## src/hdl/cdmr_pkg.sv

```systemverilog
/*
 Constants for the codec digital mix router: register indices, byte addresses,
 field positions, writable masks, reset values and the sidetone gain table.
 Assumes a 32-bit classic Wishbone bus and 24-bit two's complement samples.
*/
package cdmr_pkg;

   // ==========================================================
   // Widths
   localparam int SW = 24;
   localparam int AW = 12;
   localparam int GW = 16;

   // ==========================================================
   // Register indices and byte addresses (index times four)
   localparam int IDX_CTL_ONE = 'h5;
   localparam int IDX_CTL_TWO = 'h6;
   localparam int IDX_AIF_ZERO = 'h7;
   localparam int IDX_RMIX = 'h39;
   localparam int IDX_LMIX = 'h3a;
   localparam int IDX_LOOP = 'h11d;
   localparam logic [AW-1:0] ADDR_CTL_ONE = 12'(4 * IDX_CTL_ONE);
   localparam logic [AW-1:0] ADDR_CTL_TWO = 12'(4 * IDX_CTL_TWO);
   localparam logic [AW-1:0] ADDR_AIF_ZERO = 12'(4 * IDX_AIF_ZERO);
   localparam logic [AW-1:0] ADDR_RMIX = 12'(4 * IDX_RMIX);
   localparam logic [AW-1:0] ADDR_LMIX = 12'(4 * IDX_LMIX);
   localparam logic [AW-1:0] ADDR_LOOP = 12'(4 * IDX_LOOP);

   // ==========================================================
   // Field positions
   localparam int B_RIGHT_NEG = 6;
   localparam int B_LEFT_NEG = 5;
   localparam int B_ADC_EXCH = 8;
   localparam int B_DAC_EXCH = 5;
   localparam int B_SRC_LO = 2;
   localparam int B_LVL_LO = 4;
   localparam int B_LOOP_EN = 1;
   localparam int B_LOOP_MODE = 0;

   // ==========================================================
   // Writable bits and reset values; other bits read as zero
   localparam logic [15:0] MASK_CTL = 16'h0060;
   localparam logic [15:0] MASK_AIF = 16'h0120;
   localparam logic [15:0] MASK_MIX = 16'h00fc;
   localparam logic [15:0] MASK_LOOP = 16'h0003;
   localparam logic [15:0] RST_REG = 16'h0000;

   // ==========================================================
   // Sidetone source codes
   localparam logic [1:0] SRC_LEFT_ADC = 2'h1;
   localparam logic [1:0] SRC_RIGHT_ADC = 2'h2;

   // Q1.15 gain for each 3 dB step; codes 12 to 15 pass unchanged
   function automatic logic [GW-1:0] cdmr_gain(input logic [3:0] level);
      case (level)
         4'h0: return 16'h0207;
         4'h1: return 16'h02de;
         4'h2: return 16'h040c;
         4'h3: return 16'h05b8;
         4'h4: return 16'h0814;
         4'h5: return 16'h0b68;
         4'h6: return 16'h101d;
         4'h7: return 16'h16c3;
         4'h8: return 16'h2027;
         4'h9: return 16'h2d6b;
         4'ha: return 16'h4027;
         4'hb: return 16'h5a9e;
         default: return 16'h8000;
      endcase
   endfunction

endpackage

```

## src/hdl/cdmr_sat_negate.sv

```systemverilog
/*
 Optional negation of one sample with saturation.
 Purely combinational; the caller registers the result.
*/
`timescale 1ns/1ps
module cdmr_sat_negate import cdmr_pkg::*; (
   // Control
   input wire logic neg_i,
   // Data
   input wire logic [SW-1:0] x_i,
   output logic [SW-1:0] y_o
);

   localparam logic [SW-1:0] SMIN = {1'b1, {(SW-1){1'b0}}};
   localparam logic [SW-1:0] SMAX = {1'b0, {(SW-1){1'b1}}};

   // Most negative code has no positive twin, so clamp it
   always_comb begin
      if (!neg_i) begin
         y_o = x_i;
      end else if (x_i == SMIN) begin
         y_o = SMAX;
      end else begin
         y_o = SW'(-x_i);
      end
   end

endmodule // cdmr_sat_negate

```

## src/hdl/cdmr_sidetone_mix.sv

```systemverilog
/*
 One DAC channel's sidetone: source select, 3 dB step attenuation and a
 saturating add onto the receive sample. Combinational; caller registers.
*/
`timescale 1ns/1ps
module cdmr_sidetone_mix import cdmr_pkg::*; (
   // Control
   input wire logic [1:0] source_i,
   input wire logic [3:0] level_i,
   // Data
   input wire logic [SW-1:0] hpf_left_i,
   input wire logic [SW-1:0] hpf_right_i,
   input wire logic [SW-1:0] base_i,
   output logic [SW-1:0] sum_o
);

   logic signed [SW-1:0] pick;
   logic signed [SW+GW:0] prod;
   logic signed [SW:0] wide;

   always_comb begin
      case (source_i)
         SRC_LEFT_ADC: pick = hpf_left_i;
         SRC_RIGHT_ADC: pick = hpf_right_i;
         default: pick = '0;
      endcase
      prod = pick * $signed({1'b0, cdmr_gain(level_i)});
      wide = $signed({base_i[SW-1], base_i}) + $signed({prod[SW+14], prod[SW+14:15]});
      if (wide[SW] != wide[SW-1]) begin
         sum_o = {wide[SW], {(SW-1){~wide[SW]}}};
      end else begin
         sum_o = wide[SW-1:0];
      end
   end

endmodule // cdmr_sidetone_mix

```

## src/hdl/cdmr_core.sv

```systemverilog
/*
 Digital mix router of an audio codec: ADC to transmit routing with negate
 and exchange, receive to DAC routing with negate, exchange and sidetone,
 and a loopback that puts one ADC and the DAC average on transmit.
 Assumes samples arrive as held words qualified by one-cycle valid strobes,
 and that the DAC volume words are already scaled by the DAC volume stage.
*/
// The Wishbone slave port was left to the implementer.
`timescale 1ns/1ps

// How it works
// - Normal ADC left/right to transmit left/right
// - Invert bits negate right and left ADC
// - ADC exchange bit swaps transmit channels
// - Normal receive left/right feed DAC left/right
// - DAC exchange bit swaps receive channels
// - Invert bits negate right and left DAC
// - Sidetone from HPF output added per DAC
// - Right DAC source: none, left, right, none
// - Left DAC source decodes the same way
// - Level: -36dB to -3dB, then 0dB
// - Loopback enable replaces normal transmit data
// - Mode picks which side carries average
// - Average uses post-volume DAC samples
// - Loopback ADC taken after mono mixing
module cdmr_core import cdmr_pkg::*; (
   // Clock and reset
   input wire logic clk_i,
   input wire logic arst_n_i,
   // Wishbone slave
   input wire logic wb_cyc_i,
   input wire logic wb_stb_i,
   input wire logic wb_we_i,
   input wire logic [AW-1:0] wb_adr_i,
   input wire logic [3:0] wb_sel_i,
   input wire logic [31:0] wb_dat_i,
   output logic [31:0] wb_dat_o,
   output logic wb_ack_o,
   // ADC samples after mono mix, and after high-pass filter
   input wire logic [SW-1:0] adc_left_i,
   input wire logic [SW-1:0] adc_right_i,
   input wire logic [SW-1:0] adc_hpf_left_i,
   input wire logic [SW-1:0] adc_hpf_right_i,
   input wire logic adc_valid_i,
   // DAC samples after digital volume
   input wire logic [SW-1:0] dac_vol_left_i,
   input wire logic [SW-1:0] dac_vol_right_i,
   // Interface receive
   input wire logic [SW-1:0] interface_receive_data_left_i,
   input wire logic [SW-1:0] interface_receive_data_right_i,
   input wire logic interface_receive_valid_i,
   // Interface transmit
   output logic [SW-1:0] interface_transmit_data_left_o,
   output logic [SW-1:0] interface_transmit_data_right_o,
   output logic interface_transmit_valid_o,
   // DAC inputs
   output logic [SW-1:0] dac_left_o,
   output logic [SW-1:0] dac_right_o,
   output logic dac_valid_o
);

   // ==========================================================
   // Register file state
   logic [15:0] adc_dac_control_one_r, adc_dac_control_one_nxt;
   logic [15:0] adc_dac_control_two_r, adc_dac_control_two_nxt;
   logic [15:0] audio_interface_zero_r, audio_interface_zero_nxt;
   logic [15:0] right_dac_sidetone_mix_r, right_dac_sidetone_mix_nxt;
   logic [15:0] left_dac_sidetone_mix_r, left_dac_sidetone_mix_nxt;
   logic [15:0] loopback_control_r, loopback_control_nxt;
   logic ack_r, ack_nxt;
   logic [31:0] rdat_r, rdat_nxt;
   logic [15:0] rd_word;
   logic [15:0] lanes;
   logic wr_take;

   // ==========================================================
   // Decoded controls
   logic right_adc_negate, left_adc_negate;
   logic right_dac_negate, left_dac_negate;
   logic adc_channel_exchange, dac_channel_exchange;
   logic loopback_enable, loopback_mode_select;
   logic [1:0] right_dac_sidetone_source, left_dac_sidetone_source;
   logic [3:0] right_sidetone_level, left_sidetone_level;

   assign right_adc_negate = adc_dac_control_one_r[B_RIGHT_NEG];
   assign left_adc_negate = adc_dac_control_one_r[B_LEFT_NEG];
   assign right_dac_negate = adc_dac_control_two_r[B_RIGHT_NEG];
   assign left_dac_negate = adc_dac_control_two_r[B_LEFT_NEG];
   assign adc_channel_exchange = audio_interface_zero_r[B_ADC_EXCH];
   assign dac_channel_exchange = audio_interface_zero_r[B_DAC_EXCH];
   assign loopback_enable = loopback_control_r[B_LOOP_EN];
   assign loopback_mode_select = loopback_control_r[B_LOOP_MODE];
   assign right_dac_sidetone_source = right_dac_sidetone_mix_r[B_SRC_LO +: 2];
   assign left_dac_sidetone_source = left_dac_sidetone_mix_r[B_SRC_LO +: 2];
   assign right_sidetone_level = right_dac_sidetone_mix_r[B_LVL_LO +: 4];
   assign left_sidetone_level = left_dac_sidetone_mix_r[B_LVL_LO +: 4];

   // ==========================================================
   // Wishbone slave
   // Ack one cycle after the strobe; the write lands on the ack edge,
   // which is exactly when a classic master samples it.
   always_comb begin
      ack_nxt = wb_cyc_i & wb_stb_i & ~ack_r;
      wr_take = wb_cyc_i & wb_stb_i & wb_we_i & ack_r;
      lanes = {{8{wb_sel_i[1]}}, {8{wb_sel_i[0]}}};
      case (wb_adr_i)
         ADDR_CTL_ONE: rd_word = adc_dac_control_one_r;
         ADDR_CTL_TWO: rd_word = adc_dac_control_two_r;
         ADDR_AIF_ZERO: rd_word = audio_interface_zero_r;
         ADDR_RMIX: rd_word = right_dac_sidetone_mix_r;
         ADDR_LMIX: rd_word = left_dac_sidetone_mix_r;
         ADDR_LOOP: rd_word = loopback_control_r;
         default: rd_word = 16'h0000;
      endcase
      rdat_nxt = ack_nxt ? {16'h0000, rd_word} : 32'h0000_0000;
      adc_dac_control_one_nxt = adc_dac_control_one_r;
      adc_dac_control_two_nxt = adc_dac_control_two_r;
      audio_interface_zero_nxt = audio_interface_zero_r;
      right_dac_sidetone_mix_nxt = right_dac_sidetone_mix_r;
      left_dac_sidetone_mix_nxt = left_dac_sidetone_mix_r;
      loopback_control_nxt = loopback_control_r;
      if (wr_take) begin
         // Unmapped addresses still ack; the write is dropped
         case (wb_adr_i)
            ADDR_CTL_ONE: adc_dac_control_one_nxt =
               ((adc_dac_control_one_r & ~lanes) | (wb_dat_i[15:0] & lanes)) & MASK_CTL;
            ADDR_CTL_TWO: adc_dac_control_two_nxt =
               ((adc_dac_control_two_r & ~lanes) | (wb_dat_i[15:0] & lanes)) & MASK_CTL;
            ADDR_AIF_ZERO: audio_interface_zero_nxt =
               ((audio_interface_zero_r & ~lanes) | (wb_dat_i[15:0] & lanes)) & MASK_AIF;
            ADDR_RMIX: right_dac_sidetone_mix_nxt =
               ((right_dac_sidetone_mix_r & ~lanes) | (wb_dat_i[15:0] & lanes)) & MASK_MIX;
            ADDR_LMIX: left_dac_sidetone_mix_nxt =
               ((left_dac_sidetone_mix_r & ~lanes) | (wb_dat_i[15:0] & lanes)) & MASK_MIX;
            ADDR_LOOP: loopback_control_nxt =
               ((loopback_control_r & ~lanes) | (wb_dat_i[15:0] & lanes)) & MASK_LOOP;
            default: ;
         endcase
      end
   end

   always_ff @(posedge clk_i or negedge arst_n_i) begin
      if (!arst_n_i) begin
         adc_dac_control_one_r <= RST_REG;
         adc_dac_control_two_r <= RST_REG;
         audio_interface_zero_r <= RST_REG;
         right_dac_sidetone_mix_r <= RST_REG;
         left_dac_sidetone_mix_r <= RST_REG;
         loopback_control_r <= RST_REG;
         ack_r <= 1'b0;
         rdat_r <= 32'h0000_0000;
      end else begin
         adc_dac_control_one_r <= adc_dac_control_one_nxt;
         adc_dac_control_two_r <= adc_dac_control_two_nxt;
         audio_interface_zero_r <= audio_interface_zero_nxt;
         right_dac_sidetone_mix_r <= right_dac_sidetone_mix_nxt;
         left_dac_sidetone_mix_r <= left_dac_sidetone_mix_nxt;
         loopback_control_r <= loopback_control_nxt;
         ack_r <= ack_nxt;
         rdat_r <= rdat_nxt;
      end
   end

   assign wb_ack_o = ack_r;
   assign wb_dat_o = rdat_r;

   // ==========================================================
   // Per-channel negate and sidetone; index 0 is left, 1 is right
   logic [1:0][SW-1:0] adc_in, adc_neg, rx_in, rx_route, dac_neg, dac_mix;
   logic [1:0] adc_neg_en, dac_neg_en;
   logic [1:0][1:0] st_source;
   logic [1:0][3:0] st_level;

   assign adc_in = {adc_right_i, adc_left_i};
   assign rx_in = {interface_receive_data_right_i, interface_receive_data_left_i};
   assign adc_neg_en = {right_adc_negate, left_adc_negate};
   assign dac_neg_en = {right_dac_negate, left_dac_negate};
   // left channel uses second mix register
   assign st_source = {right_dac_sidetone_source, left_dac_sidetone_source};
   assign st_level = {right_sidetone_level, left_sidetone_level};

   assign rx_route[0] = dac_channel_exchange ? rx_in[1] : rx_in[0];
   assign rx_route[1] = dac_channel_exchange ? rx_in[0] : rx_in[1];

   for (genvar ch = 0; ch < 2; ch++) begin : g_chan
      cdmr_sat_negate u_adc_neg (
         .neg_i(adc_neg_en[ch]),
         .x_i(adc_in[ch]),
         .y_o(adc_neg[ch])
      );
      cdmr_sat_negate u_dac_neg (
         .neg_i(dac_neg_en[ch]),
         .x_i(rx_route[ch]),
         .y_o(dac_neg[ch])
      );
      cdmr_sidetone_mix u_sidetone (
         .source_i(st_source[ch]),
         .level_i(st_level[ch]),
         .hpf_left_i(adc_hpf_left_i),
         .hpf_right_i(adc_hpf_right_i),
         .base_i(dac_neg[ch]),
         .sum_o(dac_mix[ch])
      );
   end

   // ==========================================================
   // Transmit and DAC output registers
   logic [SW-1:0] tx_left_r, tx_left_nxt, tx_right_r, tx_right_nxt;
   logic [SW-1:0] dac_left_r, dac_left_nxt, dac_right_r, dac_right_nxt;
   logic tx_valid_r, tx_valid_nxt, dac_valid_r, dac_valid_nxt;
   logic [SW:0] dac_sum;
   logic [SW-1:0] dac_avg;

   always_comb begin
      // average built from post-volume DAC words
      // sign-extended sum, arithmetic shift by one
      dac_sum = SW'(0) + ($signed({dac_vol_left_i[SW-1], dac_vol_left_i})
               + $signed({dac_vol_right_i[SW-1], dac_vol_right_i}));
      dac_avg = dac_sum[SW:1];
      tx_left_nxt = tx_left_r;
      tx_right_nxt = tx_right_r;
      tx_valid_nxt = adc_valid_i;
      if (adc_valid_i) begin
         if (loopback_enable) begin
            // mode selects which side carries the average
            // ADC word already past mono mixing
            tx_left_nxt = loopback_mode_select ? dac_avg : adc_neg[0];
            tx_right_nxt = loopback_mode_select ? adc_neg[1] : dac_avg;
         end else begin
            tx_left_nxt = adc_channel_exchange ? adc_neg[1] : adc_neg[0];
            tx_right_nxt = adc_channel_exchange ? adc_neg[0] : adc_neg[1];
         end
      end
      dac_left_nxt = interface_receive_valid_i ? dac_mix[0] : dac_left_r;
      dac_right_nxt = interface_receive_valid_i ? dac_mix[1] : dac_right_r;
      dac_valid_nxt = interface_receive_valid_i;
   end

   always_ff @(posedge clk_i or negedge arst_n_i) begin
      if (!arst_n_i) begin
         tx_left_r <= '0;
         tx_right_r <= '0;
         tx_valid_r <= 1'b0;
         dac_left_r <= '0;
         dac_right_r <= '0;
         dac_valid_r <= 1'b0;
      end else begin
         tx_left_r <= tx_left_nxt;
         tx_right_r <= tx_right_nxt;
         tx_valid_r <= tx_valid_nxt;
         dac_left_r <= dac_left_nxt;
         dac_right_r <= dac_right_nxt;
         dac_valid_r <= dac_valid_nxt;
      end
   end

   assign interface_transmit_data_left_o = tx_left_r;
   assign interface_transmit_data_right_o = tx_right_r;
   assign interface_transmit_valid_o = tx_valid_r;
   assign dac_left_o = dac_left_r;
   assign dac_right_o = dac_right_r;
   assign dac_valid_o = dac_valid_r;

   localparam logic [SW-1:0] SMIN_A = {1'b1, {(SW-1){1'b0}}};
   logic plain_tx, plain_rx;
   logic [SW-1:0] avg_ref;
   // Halves first, then the lost low bits: no wide sum needed
   assign avg_ref = SW'($signed(dac_vol_left_i) >>> 1) + SW'($signed(dac_vol_right_i) >>> 1)
                    + SW'(dac_vol_left_i[0] & dac_vol_right_i[0]);
   assign plain_tx = !loopback_enable && !right_adc_negate && !left_adc_negate;
   assign plain_rx = !right_dac_negate && !left_dac_negate
                     && right_dac_sidetone_source == 2'h0 && left_dac_sidetone_source == 2'h0;
endmodule // cdmr_core

```

## config.mk

```make
export PLATFORM = sky130hd
export DESIGN_NAME = cdmr_core
export DESIGN_NICKNAME = d
export VERILOG_FILES = /design/src/hdl/cdmr_pkg.sv /design/src/hdl/cdmr_sat_negate.sv /design/src/hdl/cdmr_sidetone_mix.sv /design/src/hdl/cdmr_core.sv
export SDC_FILE = /design/constraint.sdc
export NUM_CORES = 2
export LEC_CHECK = 0
export BUFFER_PORTS_ARGS = -buffer_cell sky130_fd_sc_hd__buf_4
export CORE_ASPECT_RATIO = 1.25
export CORE_MARGIN = 3
export CORE_UTILIZATION = 35
export CTS_BUF_LIST = sky130_fd_sc_hd__clkbuf_4 sky130_fd_sc_hd__clkbuf_8
export DETAILED_ROUTE_END_ITERATION = 12
export GPL_ROUTABILITY_DRIVEN = 0
export SLEW_MARGIN = 30
export SYNTH_ARGS = -nofsm -noshare
export SYNTH_HDL_FRONTEND = slang
export SYNTH_HIERARCHICAL = 1
export SYNTH_SLANG_ARGS = --single-unit
```

## constraint.sdc

```tcl
create_clock -name clk_i -period 15.2 [get_ports clk_i]
set_clock_uncertainty 0.1 [all_clocks]
set_input_delay 2.28 -clock clk_i [delete_from_list [all_inputs] [get_ports clk_i]]
set_output_delay 2.28 -clock clk_i [all_outputs]
set_load 0.1 [all_outputs]
```

# Word level (Yosys, flattened, before mapping)
# Memories as Yosys holds them, arrays and structs flattened.
# Index checks and enable logic that the tools add are counted.
# totals
register_bits,128
mem_bits_ro,512
output_inout_bits,131
word_cells,90
n_memories,2
# memory_table
memory,words,word_bits,rd,rd_ports_with_merged_regs,wr,line_no,text
(no name shown),16,16,1,0,0,cdmr_pkg.sv:55,case (level)
(no name shown),16,16,1,0,0,cdmr_pkg.sv:55,
# op_classes
n_addsub,7
mul,2
n_eq_ne,16
mux,22
bitwise,21
n_reduce_logical,6
# op_table
cell,n
$mux W24,18
$eq A24 B24 Y1 const B,4
$neg A24 Y24,4
$pmux W24 S2,2
$mul A24 B17 Y39,2
$add A24 B24 Y25,3
$pmux W9 S6,1
$eq A12 B5 Y1 const B,3
$eq A12 B8 Y1 const B,2
$and A9 B9 Y9,2
$and A8 B8 Y8,2
$or A8 B8 Y8,2
$and A7 B7 Y7,2
$or A7 B7 Y7,2
$eq A12 B11 Y1 const B,1
$reduce_and A2 Y1,6
$mux W9,1
$not A9 Y9,1
$or A9 B9 Y9,1
$and A1 B1 Y1,4
$eq A2 B1 Y1 const B,2
$eq A2 B2 Y1 const B,2
$not A1 Y1,3
$and A2 B2 Y2,1
other kinds (2),3

# Depth between registers and ports, before layout
# logic_depth
depth_word,7
ltp_mapped,40

# Hierarchy
# Netlist, hierarchy kept.
# modules_own_cells
module,n_inst,cells_each,area_each_um2
cdmr_sidetone_mix at g_chan[0].u_sidetone,1,1816,15021.9
cdmr_sidetone_mix at g_chan[1].u_sidetone,1,1819,14950.6
cdmr_core,1,838,8363.0
cdmr_sat_negate,4,107,691.9

# Worst setup path before layout
# Ideal clock, no wire load.
# synth_timing
path_kind,input-to-reg
from,in adc_hpf_left_i[10]
to,"reg dac_left_r[12], in the netlist dac_left_o[12]"
setup_ns,0.125
arrival_time_ns,10.132
required_time_ns,14.975
setup_slack_ns,4.842
cell_stages,34
n_path_buf,2
cell_sequence,a22oi_1 or2_2 clkbuf_1 nor2_1 fa_1 inv_1 fa_1 fa_1 inv_1 fa_1 fa_1 inv_1 fa_1 inv_1 ha_1 a21oi_1 nand2_1 a21oi_1 o211ai_1 a221o_1 a211o_1 a21oi_1 xnor2_1 ha_1 nand3_1 nor2_1 nand2_1 a211o_2 a2111oi_1 a211oi_4 nand2_2 buf_4 o21ai_0 mux2_2
# synth_lines
element,line_no,text
from (decl),cdmr_core.sv:42,"input wire logic [SW-1:0] adc_hpf_left_i,"
to (signal assigned),cdmr_core.sv:251,dac_left_r <= dac_left_nxt;
to (decl),cdmr_core.sv:209,"logic [SW-1:0] dac_left_r, dac_left_nxt, dac_right_r, dac_right_nxt;"

==> results.cfg <==
[logic_synthesis]
syn_inst = 4901
synth_cell_types = 92
avgSynthCellArea_um2 = 8.387
yosysSeqAreaShare = 0.07793
synth_ff_type = dfrtp_1
synth_edf_count = 0
mappedNetlistArea_um2 = 41100
yosysWarningCount = 6
ys_ff_latch = 128
synthArstFlopShare = 1.000

[status]
status = finished clean

[finish]
final_util = 0.3922
final_area_um2 = 45360
post_route_cells_drive_above_1_share = 0.1392
fillers = 11940
num-nets-final = 6342
syn_to_final_growth_pct = 10.35
finalNonFillerCells = 6649
most-common-layout-cells = 908 x inv_1, 729 x fa_1, 618 x nand2_1, 522 x nor2_1, 371 x buf_4
final_common_cell = inv_1

[run]
maxCapViolCount = 0

[clock_network]
post_cts_resized = 0
root_buffer = clkbuf_8
clk_latency_ns = 0.58
clock_path_buffers = 2
ctsHoldBuffers = 0
post-cts-setup-buffers = 0
cts_tree = done
cts_sinks = 128
clk_pin_slew_worst_paths_ns = 0.09
cts_htree_levels = 4
cts_buffers = 17

[timing]
fmax_mhz = 82.47
slew_headroom = 0.3179
tns_ns = 0
worst-slew-pin-transition_ns = 1.009
hold_viol = 0
final.period_utilization = 0.7977
setup-violations-final = 0
slew_violations = 0
rsz0062_at_grt = false
fin_crit_ns = 12.13

[floorplan]
die_x_um = 312.5
dieArea_um2 = 121600
dieHeight_um = 389.1
core_um2 = 115700
start_util = 0.3554
num_io_pins = 378
rows = 139

[routing]
drt_iter0_markers = 2651
ant_nets = 0
wl_met3_um = 11920
firstDrtPassIters = 6
drc_errors = 0
wl_met1_um = 51800
avgViaCountPerCell = 5.245
wirelength_um = 137200
post_drt_wl_per_cell_um = 20.63
via_count = 34870
wl_met2_um = 65220
highest-signal-layer = met5

[critical_path]
r2r_end = dac_left_o[15]$_DFFE_PN0P_
r2r_cells = 33
cpMostUsedCell = fa_1
path_delay_family = compound AO/OA/AOI/OAI gates
worst-path-max-fanout = 20
endpoint_kind = flop
cp_slowest_stage_delay_ns = 0.74
path_class = in2reg
cp_num_buf_inv = 4
arrival_ns = 12.47
crit_required_ns = 15.54
reg2reg_slack_ns = 3.46
crit_path_top_delay_cell = nor2_1
startpoint_type = input port

[power_and_ir_drop]
leakage_nw = 21.84
finalPower_mw = 1.379
ir_drop_mv = 0.1111
power.density_nw_per_um2 = 30.40

[global_route]
first_global_vias = 36130
track_usage = 0.2271
grt_start_max_net_pins = 69
grt-ovfl-total = 0
grt_pass1_wl_um = 211900
antenna_found_initial = 11

[hold_path]
worstHoldEndpoint = interface_transmit_data_right_o[1]$_DFFE_PN0P_
holdCritPathClass = reg2reg
hp-start = interface_transmit_data_right_o[1]$_DFFE_PN0P_
worst_hold_path.num_cells = 1

[place]
dpl.cell_count = 6607
dp_hpwl_um = 115400
io_buffers = 329
place_area_um2 = 44900
## layer usage
| layer | vias up | track usage |
|---|---|---|
| met4 | 4 | 0.1236 |
| met2 | 1312 | 0.3787 |
| met3 | 293 | 0.05825 |
| met5 | - | 0 |
| li1 | 15820 | - |
| met1 | 17440 | 0.2674 |
## how the worst max path moves through the flow
| stage | start | endpoint | slack (ns) | depth (start not counted) |
|---|---|---|---|---|
| 6_report | adc_hpf_right_i[6] | dac_left_o[15]$_DFFE_PN0P_ | 3.07 | 32 |
| 2_1_floorplan | adc_hpf_left_i[10] | dac_left_o[12]$_DFFE_PN0P_ | 4.84 | 34 |
| 3_5_place_dp | adc_hpf_right_i[6] | dac_left_o[15]$_DFFE_PN0P_ | 2.50 | 32 |
| 4_1_cts | adc_hpf_right_i[6] | dac_left_o[15]$_DFFE_PN0P_ | 3.09 | 32 |
| 3_3_place_gp | adc_hpf_right_i[6] | dac_left_o[15]$_DFFE_PN0P_ | 2.65 | 32 |
| 5_1_grt | adc_hpf_right_i[6] | dac_left_o[15]$_DFFE_PN0P_ | 2.63 | 32 |
## worst register-to-register path: cells and delay by family (launching register included)
family / cells / cell delay [ns]
xor+xnor: 1 / 0.15
simple gates: 7 / 2.28
fa+ha+maj: 9 / 3.99
mux: 1 / 0.30
compound gates: 11 / 4.09
buf+inv: 4 / 0.24
flops: 1 / 0.44
## metrics by stage
stage               worst slack (ns)  hold slack, ns
finish                         3.075          0.3942
global route                   2.629          0.4146
CTS                            3.091          0.4015
detailed placement             2.504          0.3730
global placement               2.649          0.3637
floorplan                      4.842          0.4019
## cells by family (layout without fill, tap and decap cells)
logic type | after synthesis | count (layout) | synth area share
compound gates | 695 | 695 | 0.1119
xor+xnor | 177 | 177 | 0.03772
fa+ha+maj | 1023 | 1023 | 0.4444
buf+inv | 1150 | 1315 | 0.1102
flops | 128 | 128 | 0.07793
mux | 191 | 191 | 0.05108
other cells | 1 | 33 | 0.00009123
simple gates | 1536 | 1536 | 0.1667
## final cells by class
cell class / instances / area [um2] / area share
clock inverter: 15 / 172.7 / 0.003807
inverter: 910 / 3416 / 0.07531
antenna: 10 / 25.02 / 0.0005517
clock buffer: 17 / 234.0 / 0.005159
timing repair buffer: 373 / 2808 / 0.06190
multi-input combinational: 3645 / 33550 / 0.7398
tap: 1551 / 1941 / 0.04279
sequential: 128 / 3208 / 0.07073
## cell usage after synthesis, drive strengths merged, types with 11 or more instances
cell type / count / area share
a21oi: 160 / 0.020
nand2b: 26 / 0.0040
nor2: 539 / 0.049
ha: 291 / 0.089
o21ai: 148 / 0.018
nand3: 52 / 0.0063
nor2b: 33 / 0.0050
and4: 11 / 0.0023
nor4: 14 / 0.0025
xor2: 91 / 0.019
o31ai: 31 / 0.0064
nor3: 38 / 0.0054
fa: 729 / 0.36
or3: 19 / 0.0036
mux2: 150 / 0.041
a211oi: 33 / 0.0063
o221ai: 14 / 0.0030
a31oi: 29 / 0.0044
mux2i: 41 / 0.010
inv: 908 / 0.083
o21a: 30 / 0.0057
dfrtp: 128 / 0.078
clkbuf: 173 / 0.016
or4: 29 / 0.0065
and2: 29 / 0.0044
o22ai: 22 / 0.0035
a21o: 47 / 0.0086
nand4: 22 / 0.0033
o211ai: 26 / 0.0047
buf: 67 / 0.011
nand2: 625 / 0.057
xnor2: 86 / 0.018
a22oi: 57 / 0.010
or2: 59 / 0.0090
o41ai: 22 / 0.0047
and3: 12 / 0.0018
## power by group
group / switching (mW) / total, mW / leakage (nW) / internal [mW]
clock network: 0.198 / 0.348 / 0.202 / 0.151
logic: 0.463 / 0.633 / 20.1 / 0.170
registers: 0.0243 / 0.398 / 1.54 / 0.374
(Power assumes the default switching activity.)
